## config.mk

```make
export PLATFORM = sky130hd
export DESIGN_NAME = ms_prot_term_adapt
export DESIGN_NICKNAME = d
export VERILOG_FILES = /design/src/hdl/frame_byte_counter.v /design/src/hdl/aps_persist_filter.v /design/src/hdl/ms_prot_term_adapt.v
export VERILOG_INCLUDE_DIRS = /design/src /design/src/shared
export SDC_FILE = /design/constraint.sdc
export NUM_CORES = 1
export LEC_CHECK = 0
export BUFFER_PORTS_ARGS = -buffer_cell sky130_fd_sc_hd__buf_2
export CAP_MARGIN = 20
export CORE_MARGIN = 5
export CORE_UTILIZATION = 50
export DETAILED_ROUTE_END_ITERATION = 10
export GPL_ROUTABILITY_DRIVEN = 0
export HOLD_SLACK_MARGIN = 0.15
export PLACE_DENSITY = 0.76
export SKIP_LAST_GASP = 1
export SYNTH_ARGS = -nofsm -noshare
export SYNTH_HDL_FRONTEND = slang
export SYNTH_SLANG_ARGS = --single-unit
```

## constraint.sdc

```tcl
create_clock -name core_clk -period 7.8 [get_ports core_clk]
set_clock_uncertainty 0.05 [all_clocks]
set_input_delay 1.17 -clock core_clk [delete_from_list [all_inputs] [get_ports core_clk]]
set_output_delay 1.17 -clock core_clk [all_outputs]
set_load 0.005 [all_outputs]
```

## src/shared/ms_prot_defines.vh

```
// constants for the linear protection termination and adaptation block
`ifndef MS_PROT_DEFINES_VH
`define MS_PROT_DEFINES_VH

// ==========================================================
// register byte offsets
`define REG_CTRL 8'h00
`define REG_STATUS 8'h04
`define REG_IRQ_STATUS 8'h08
`define REG_IRQ_MASK 8'h0c
`define REG_APS_RX 8'h10

// ==========================================================
// control fields and reset value
`define CTRL_REPORT_EN 0
`define CTRL_PROT_SECTION 1
`define CTRL_RESET 2'h0

// ==========================================================
// status fields
`define STAT_SERVER_FAIL_CORRELATED 0
`define STAT_TSF 1
`define STAT_SSF 2
`define STAT_SSD 3

// ==========================================================
// interrupt fields and reset value
`define IRQ_APS_NEW 0
`define IRQ_TSF_RISE 1
`define IRQ_TSD_RISE 2
`define IRQ_WIDTH 3
`define IRQ_RESET 3'h0

// ==========================================================
// switching channel layout and filter
`define APS_WIDTH 13
`define APS_K2_BITS 5
`define APS_PERSIST 2'd3
`define APS_CNT_WIDTH 2

// ==========================================================
// frame positions of the two channel bytes
`define POS_WIDTH 16
`define K1_POS 16'h0010
`define K2_POS 16'h0011

`endif

```

## src/hdl/frame_byte_counter.v

```verilog
// byte position counter of a framed byte stream
`timescale 1ns/1ps
module frame_byte_counter #(
  parameter PW = 16
) (
  input wire clk,
  input wire rstN,
  input wire frameStart,
  output wire [PW-1:0] pos
);
  reg [PW-1:0] cntR;

  // position of the current byte; saturates so a lost frame start never wraps into a channel slot
  assign pos = frameStart ? {PW{1'b0}} : ((&cntR) ? cntR : cntR + {{(PW-1){1'b0}}, 1'b1});

  // remember position of the last byte
  always @(posedge clk or negedge rstN) begin
    if (!rstN) begin
      cntR <= {PW{1'b1}};
    end else begin
      cntR <= pos;
    end
  end
endmodule

```

## src/hdl/aps_persist_filter.v

```verilog
// persistence filter: accepts a value seen in a run of identical frames
`timescale 1ns/1ps
module aps_persist_filter #(
  parameter W = 13,
  parameter CW = 2,
  parameter [CW-1:0] PERSIST = 2'd3
) (
  input wire clk,
  input wire rstN,
  input wire enable,
  input wire strobe,
  input wire [W-1:0] cand,
  output reg [W-1:0] accepted,
  output reg newPulse
);
  reg [W-1:0] lastR;
  reg [CW-1:0] cntR;
  reg [CW-1:0] cntNxt;

  // run length including this frame, held at the persistence figure
  always @* begin
    if (cand != lastR) begin
      cntNxt = {{(CW-1){1'b0}}, 1'b1};
    end else if (cntR == PERSIST) begin
      cntNxt = PERSIST;
    end else begin
      cntNxt = cntR + {{(CW-1){1'b0}}, 1'b1};
    end
  end

  // disabled instance holds nothing, so a later enable starts a fresh run
  always @(posedge clk or negedge rstN) begin
    if (!rstN) begin
      lastR <= {W{1'b0}};
      cntR <= {CW{1'b0}};
      accepted <= {W{1'b0}};
      newPulse <= 1'b0;
    end else if (!enable) begin
      lastR <= {W{1'b0}};
      cntR <= {CW{1'b0}};
      accepted <= {W{1'b0}};
      newPulse <= 1'b0;
    end else begin
      newPulse <= 1'b0;
      if (strobe) begin
        lastR <= cand;
        cntR <= cntNxt;
        if (cntNxt == PERSIST && cand != accepted) begin
          accepted <= cand;
          newPulse <= 1'b1;
        end
      end
    end
  end
endmodule

```

## src/hdl/ms_prot_term_adapt.v

```verilog
// linear protection sublayer trail termination and adaptation, source and sink
//
// Function
// - termination source forwards data, clock, frame start unchanged, no checks
// - termination sink forwards connection stream to access output, reports trail state
// - termination sink trail fail output follows incoming server signal fail
// - adaptation source inserts switching channel into the section data stream
// - adaptation sink recovers the sublayer data stream with clock and frame start
// - channel is thirteen bits: all of K1 then top five bits of K2
// - new channel value taken only after three identical consecutive frames
// - adaptation sink outputs the last accepted channel value
// - extraction and filtering run only in the protection section instance
`timescale 1ns/1ps
`include "ms_prot_defines.vh"
module ms_prot_term_adapt #(
  parameter PW = `POS_WIDTH,
  parameter [PW-1:0] K1POS = `K1_POS,
  parameter [PW-1:0] K2POS = `K2_POS
) (
  input wire core_clk,
  input wire reset_n,
  input wire [7:0] avs_address,
  input wire avs_read,
  input wire avs_write,
  input wire [31:0] avs_writedata,
  input wire [3:0] avs_byteenable,
  output reg [31:0] avs_readdata,
  output wire avs_waitrequest,
  output wire irq,
  input wire [7:0] srcAccessPointData,
  input wire srcAccessPointClock,
  input wire srcAccessPointFrameStart,
  output reg [7:0] srcConnectionData,
  output reg srcConnectionClock,
  output reg srcConnectionFrameStart,
  input wire [7:0] insConnectionData,
  input wire insConnectionClock,
  input wire insConnectionFrameStart,
  input wire [`APS_WIDTH-1:0] txProtSwitchChannel,
  output reg [7:0] insAccessPointData,
  output reg insAccessPointClock,
  output reg insAccessPointFrameStart,
  input wire [7:0] extAccessPointData,
  input wire extAccessPointClock,
  input wire extAccessPointFrameStart,
  input wire trailSignalFail,
  input wire trailSignalDegrade,
  output reg [7:0] extConnectionData,
  output reg extConnectionClock,
  output reg extConnectionFrameStart,
  output reg serverSignalFail,
  output reg serverSignalDegrade,
  output wire [`APS_WIDTH-1:0] protSwitchChannel,
  input wire [7:0] termConnectionData,
  input wire termConnectionClock,
  input wire termConnectionFrameStart,
  input wire termServerSignalFail,
  output reg [7:0] termAccessPointData,
  output reg termAccessPointClock,
  output reg termAccessPointFrameStart,
  output reg termTrailSignalFail,
  output reg serverFailReportedStatus
);

  // ==========================================================
  // reset release
  reg [1:0] rstSyncR;
  wire rstN;

  // asynchronous assert, release after two clean edges
  always @(posedge core_clk or negedge reset_n) begin
    if (!reset_n) begin
      rstSyncR <= 2'b00;
    end else begin
      rstSyncR <= {rstSyncR[0], 1'b1};
    end
  end
  assign rstN = rstSyncR[1];

  // ==========================================================
  // register bus slave
  reg [1:0] ctrlR;
  reg [`IRQ_WIDTH-1:0] irqStatR;
  reg [`IRQ_WIDTH-1:0] irqMaskR;
  reg ackR;
  wire busReq;
  wire wrDone;
  wire [`IRQ_WIDTH-1:0] irqEvents;
  wire [3:0] statusBits;
  wire reportEnable;
  wire protSection;

  assign busReq = avs_read | avs_write;
  // one wait cycle per access, then the answer; keeps read data registered
  assign avs_waitrequest = busReq & ~ackR;
  assign wrDone = avs_write & ackR;
  assign reportEnable = ctrlR[`CTRL_REPORT_EN];
  assign protSection = ctrlR[`CTRL_PROT_SECTION];

  // acknowledge toggles so back to back requests each see one wait cycle
  always @(posedge core_clk or negedge rstN) begin
    if (!rstN) begin
      ackR <= 1'b0;
    end else begin
      ackR <= busReq & ~ackR;
    end
  end

  // read data loaded in the wait cycle, stable at the completing edge
  always @(posedge core_clk or negedge rstN) begin
    if (!rstN) begin
      avs_readdata <= 32'h00000000;
    end else if (avs_read & ~ackR) begin
      case (avs_address)
        `REG_CTRL: begin
          avs_readdata <= {30'h00000000, ctrlR};
        end
        `REG_STATUS: begin
          avs_readdata <= {28'h0000000, statusBits};
        end
        `REG_IRQ_STATUS: begin
          avs_readdata <= {29'h00000000, irqStatR};
        end
        `REG_IRQ_MASK: begin
          avs_readdata <= {29'h00000000, irqMaskR};
        end
        `REG_APS_RX: begin
          avs_readdata <= {19'h00000, protSwitchChannel};
        end
        default: begin
          avs_readdata <= 32'h00000000;
        end
      endcase
    end
  end

  // control and mask writes take effect on the completing edge
  always @(posedge core_clk or negedge rstN) begin
    if (!rstN) begin
      ctrlR <= `CTRL_RESET;
      irqMaskR <= `IRQ_RESET;
    end else if (wrDone && avs_byteenable[0]) begin
      if (avs_address == `REG_CTRL) begin
        ctrlR <= avs_writedata[1:0];
      end
      if (avs_address == `REG_IRQ_MASK) begin
        irqMaskR <= avs_writedata[`IRQ_WIDTH-1:0];
      end
    end
  end

  // sticky events, write one to clear; a new event in the clearing cycle survives
  always @(posedge core_clk or negedge rstN) begin
    if (!rstN) begin
      irqStatR <= `IRQ_RESET;
    end else if (wrDone && avs_byteenable[0] && avs_address == `REG_IRQ_STATUS) begin
      irqStatR <= (irqStatR & ~avs_writedata[`IRQ_WIDTH-1:0]) | irqEvents;
    end else begin
      irqStatR <= irqStatR | irqEvents;
    end
  end

  assign irq = |(irqStatR & irqMaskR);

  // ==========================================================
  // termination source: plain pass through
  always @(posedge core_clk or negedge rstN) begin
    if (!rstN) begin
      srcConnectionData <= 8'h00;
      srcConnectionClock <= 1'b0;
      srcConnectionFrameStart <= 1'b0;
    end else begin
      srcConnectionData <= srcAccessPointData;
      srcConnectionClock <= srcAccessPointClock;
      srcConnectionFrameStart <= srcAccessPointFrameStart;
    end
  end

  // ==========================================================
  // adaptation source: channel insertion
  wire [PW-1:0] insPos;

  frame_byte_counter #(
    .PW(PW)
  ) insCounter (
    .clk(core_clk),
    .rstN(rstN),
    .frameStart(insConnectionFrameStart),
    .pos(insPos)
  );

  // K1 takes the top eight channel bits, K2 the low five above its own three
  always @(posedge core_clk or negedge rstN) begin
    if (!rstN) begin
      insAccessPointData <= 8'h00;
      insAccessPointClock <= 1'b0;
      insAccessPointFrameStart <= 1'b0;
    end else begin
      if (insPos == K1POS) begin
        insAccessPointData <= txProtSwitchChannel[`APS_WIDTH-1:`APS_K2_BITS];
      end else if (insPos == K2POS) begin
        insAccessPointData <= {txProtSwitchChannel[`APS_K2_BITS-1:0], insConnectionData[2:0]};
      end else begin
        insAccessPointData <= insConnectionData;
      end
      insAccessPointClock <= insConnectionClock;
      insAccessPointFrameStart <= insConnectionFrameStart;
    end
  end

  // ==========================================================
  // adaptation sink: stream recovery, channel extraction, fail indications
  wire [PW-1:0] extPos;
  wire apsNew;
  reg [7:0] k1R;
  reg candStrobeR;
  reg [`APS_WIDTH-1:0] candR;
  reg tsfPrevR;
  reg tsdPrevR;

  frame_byte_counter #(
    .PW(PW)
  ) extCounter (
    .clk(core_clk),
    .rstN(rstN),
    .frameStart(extAccessPointFrameStart),
    .pos(extPos)
  );

  // the sublayer stream is the access stream delayed one cycle
  always @(posedge core_clk or negedge rstN) begin
    if (!rstN) begin
      extConnectionData <= 8'h00;
      extConnectionClock <= 1'b0;
      extConnectionFrameStart <= 1'b0;
      serverSignalFail <= 1'b0;
      serverSignalDegrade <= 1'b0;
    end else begin
      extConnectionData <= extAccessPointData;
      extConnectionClock <= extAccessPointClock;
      extConnectionFrameStart <= extAccessPointFrameStart;
      serverSignalFail <= trailSignalFail;
      serverSignalDegrade <= trailSignalDegrade;
    end
  end

  // one candidate per frame, offered once its K2 byte has passed
  always @(posedge core_clk or negedge rstN) begin
    if (!rstN) begin
      k1R <= 8'h00;
      candR <= {`APS_WIDTH{1'b0}};
      candStrobeR <= 1'b0;
    end else begin
      candStrobeR <= 1'b0;
      if (protSection && extPos == K1POS) begin
        k1R <= extAccessPointData;
      end
      if (protSection && extPos == K2POS) begin
        candR <= {k1R, extAccessPointData[7:8-`APS_K2_BITS]};
        candStrobeR <= 1'b1;
      end
    end
  end

  // working section instances hold the channel output at zero
  aps_persist_filter #(
    .W(`APS_WIDTH),
    .CW(`APS_CNT_WIDTH),
    .PERSIST(`APS_PERSIST)
  ) apsFilter (
    .clk(core_clk),
    .rstN(rstN),
    .enable(protSection),
    .strobe(candStrobeR),
    .cand(candR),
    .accepted(protSwitchChannel),
    .newPulse(apsNew)
  );

  // edge detectors for the fail and degrade events
  always @(posedge core_clk or negedge rstN) begin
    if (!rstN) begin
      tsfPrevR <= 1'b0;
      tsdPrevR <= 1'b0;
    end else begin
      tsfPrevR <= trailSignalFail;
      tsdPrevR <= trailSignalDegrade;
    end
  end

  assign irqEvents = {trailSignalDegrade & ~tsdPrevR, trailSignalFail & ~tsfPrevR, apsNew};

  // ==========================================================
  // termination sink: pass through and trail state report
  always @(posedge core_clk or negedge rstN) begin
    if (!rstN) begin
      termAccessPointData <= 8'h00;
      termAccessPointClock <= 1'b0;
      termAccessPointFrameStart <= 1'b0;
      termTrailSignalFail <= 1'b0;
      serverFailReportedStatus <= 1'b0;
    end else begin
      termAccessPointData <= termConnectionData;
      termAccessPointClock <= termConnectionClock;
      termAccessPointFrameStart <= termConnectionFrameStart;
      termTrailSignalFail <= termServerSignalFail;
      serverFailReportedStatus <= termServerSignalFail & reportEnable;
    end
  end

  assign statusBits = {serverSignalDegrade, serverSignalFail, termTrailSignalFail, serverFailReportedStatus};

endmodule

```

==> impl_metrics.py <==
metrics = {
    "clock_network": {
        "clkTransAtPathRegs_ns": 0.06,
        "cts_buffer_depth": 2,
        "cts-root-buf": "clkbuf_16",
        "insertion_delay_ns": 0.41,
        "post_cts_buffers": 0,
        "cts_made_buffers": 17,
        "hold_buffers": 0,
        "h-tree-depth": 4,
        "cts_sinks": 151,
        "cts_tree": "yes",
        "cts-resized-gates": 0,
    },
    "power_and_ir_drop": {
        "pwr_density_cell_mw_per_mm2": 203.3,
        "ir_drop_uv": 160.8,
        "p_clk_frac": 0.469,
        "p_leak_nw": 3.904,
        "combPwrFrac": 0.048,
        "p_switching_w": 0.0003811,
        "p_int_w": 0.001303,
        "switching_share": 0.2262,
        "power_w": 0.001685,
        "p_seq_frac": 0.484,
    },
    "drt": {
        "ant_nets": 0,
        "routed_wl_um": 15340,
        "drtIter0Drc": 299,
        "wl_per_cell_um": 16.25,
        "via_per_inst": 5.516,
        "num_vias": 5207,
        "drc": 0,
        "first_pass_iters": 5,
    },
    "synthesis": {
        "synth_edf_count": 0,
        "synthFlopType": "dfrtp_1",
        "netlist.area_leader.share": 0.4293,
        "synth_area_mm2": 0.006937,
        "synth_area_per_cell_um2": 11.28,
        "ys_top_cells_by_count": "dfrtp_1, nor2_1, mux2_2, mux2i_1, nand2_1",
        "synth_cell_types": 63,
        "synth_area_leaders": "dfrtp_1, dfstp_2, mux2_2",
        "synth_cells": 615,
        "synth_seq_area_share": 0.5505,
        "yosysMostFrequentCell": "dfrtp_1",
        "yosysWarnings": 0,
        "synth_area_leader_cell": "dfrtp_1",
        "synth-seq-cells": 151,
        "async_reset_ff_frac": 1.000,
    },
    "die": {
        "ios": 195,
        "die_h_um": 127.8,
        "core_mm2": 0.01372,
        "die_area_mm2": 0.01633,
        "initial_core_util": 0.5056,
        "dieWidth_um": 127.8,
        "num_rows": 43,
    },
    "layout": {
        "instances_no_fill": 944,
        "regArea_mm2": 0.003822,
        "drive_gt1_frac": 0.3390,
        "syn_to_final_growth_pct": 19.43,
        "nets": 857,
        "multi_input_area_mm2": 0.002880,
        "n_antenna_cell": 0,
        "fin_util": 0.6038,
        "fillers": 1098,
    },
    "min_path": {
        "hold_class": "reg -> async",
    },
    "global_routing": {
        "gr-total-overflow": 0,
        "grt_pass1_wl_um": 25930,
        "grt_max_degree": 57,
        "grt_usage": 0.1956,
        "antenna_found_initial": 1,
        "grt_pass1_vias": 5441,
    },
    "status": {
        "outcome": "finished clean",
    },
    "worst_setup_path": {
        "reg2reg_depth": 8,
        "cp_max_fo": 13,
        "arrival_ns": 4.41,
        "start_kind": "flip-flop",
        "rr_endpoint": "candR[11]",
        "rrSetupSlack_ns": 3.63,
        "r2r-start": "extCounter.cntR[0]",
        "required_ns": 8.04,
        "cp-end-kind": "flip-flop",
        "critical_path_class": "reg -> reg",
    },
    "placed_design": {
        "portBuffers": 143,
        "dpl.hpwl_um": 11200,
        "placed_cells": 912,
        "place_ws_ns": 3.763,
    },
    "sta": {
        "setup_slack_ns": 3.631,
        "timing.fmax_mhz": 239.9,
        "finalMaxSlewViolations": 0,
        "tightest_slew_ns": 0.8956,
        "setup_viol": 0,
        "rsz0062_at_grt": "no",
        "slew_headroom": 0.3975,
        "tns_ns": 0,
        "hold_viol_final": 0,
        "period_share": 0.5345,
        "min_period_ns": 4.169,
    },
    "flow_run": {
        "maxCapViolations": 0,
    },
}
layout by cell type (no fill, tap or decap), types with 14 or more instances in the layout:
cell / n
conb_1: 20
mux2i_1: 38
dfrtp_1: 118
mux2_2: 38
clkbuf_16: 17
nand4_1: 14
nor3_1: 19
xnor2_1: 19
nor2_1: 70
nand2_1: 34
dfstp_2: 32
buf_2: 143
nand3_1: 17
xor2_1: 18
nor4_1: 14
registers in the layout (all words and copies together) (netlist names), 2 cells and up:
register / count
apsFilter.cntR: 2
candR: 13
k1R: 8
irqMaskR: 3
extCounter.cntR: 16
ctrlR: 2
srcConnectionData: 8
termAccessPointData: 8
extConnectionData: 8
avs_readdata: 13
apsFilter.accepted: 13
insCounter.cntR: 16
insAccessPointData: 8
irqStatR: 3
apsFilter.lastR: 13
rstSyncR: 2
power by group through the flow:
stage               clock (W)  sequential [W]  combinational, W
finish               0.000789        0.000815         0.0000805
global route         0.000847        0.000817         0.0000920
CTS                  0.000808        0.000815         0.0000819
detailed placement          0        0.000828         0.0000813
global placement            0        0.000827         0.0000792
floorplan                   0        0.000835         0.0000383
how the worst max path moves through the flow:
stage	startpoint	endpoint	cells past startpoint
after floorplan	rstSyncR[1]	ackR	0
after global placement	extCounter.cntR[0]	candR[6]	8
after detailed placement	extCounter.cntR[0]	candR[0]	8
after CTS	extCounter.cntR[0]	candR[11]	8
after global routing	extCounter.cntR[0]	candR[11]	8
final	extCounter.cntR[0]	candR[11]	8
cells by family after synthesis:
family,Yosys count,synth area share
and+or+nand+nor,218,0.1654
AOI/OAI and AO/OA,72,0.07215
xor gates and xnor gates,37,0.04672
DFF,151,0.5505
other,2,0.001083
muxes,76,0.1165
buffers and inverters,57,0.04401
adders and majority gates,2,0.003607
cell type report:
class	count	share of cell area
Sequential cell	151	0.4614
Multi-Input combinational cell	425	0.3477
Timing Repair Buffer	145	0.08820
Clock buffer	20	0.05634
Tap cell	180	0.02719
Clock inverter	12	0.01420
Inverter	11	0.004984
critical path, cell delays in order, from the launching register on:
cell and delay, ns:
dfstp_2 0.60, ha_1 0.28, nand3_2 0.22, nor4_1 0.38, mux2_2 0.40, nor4_1 0.50
o2111ai_1 0.35, nor4b_4 0.84, mux2_2 0.43
through the flow:
| step | area, µm² | hold WS (ns) |
|---|---|---|
| after floorplan | 7004 | 0.2812 |
| after global placement | 7700 | 0.2712 |
| after detailed placement | 7700 | 0.2775 |
| after CTS | 8284 | 0.2849 |
| after global routing | 8284 | 0.3234 |
| final | 8284 | 0.2689 |
metal layers:
layer	vias up	wire, µm	global-route usage
met5	-	20	0
met4	2	244	0.05993
met3	32	1334	0.06708
met2	219	7293	0.3189
met1	2521	6443	0.2476
li1	2433	-	-
Note: power is estimated with default switching activity, not from simulation.
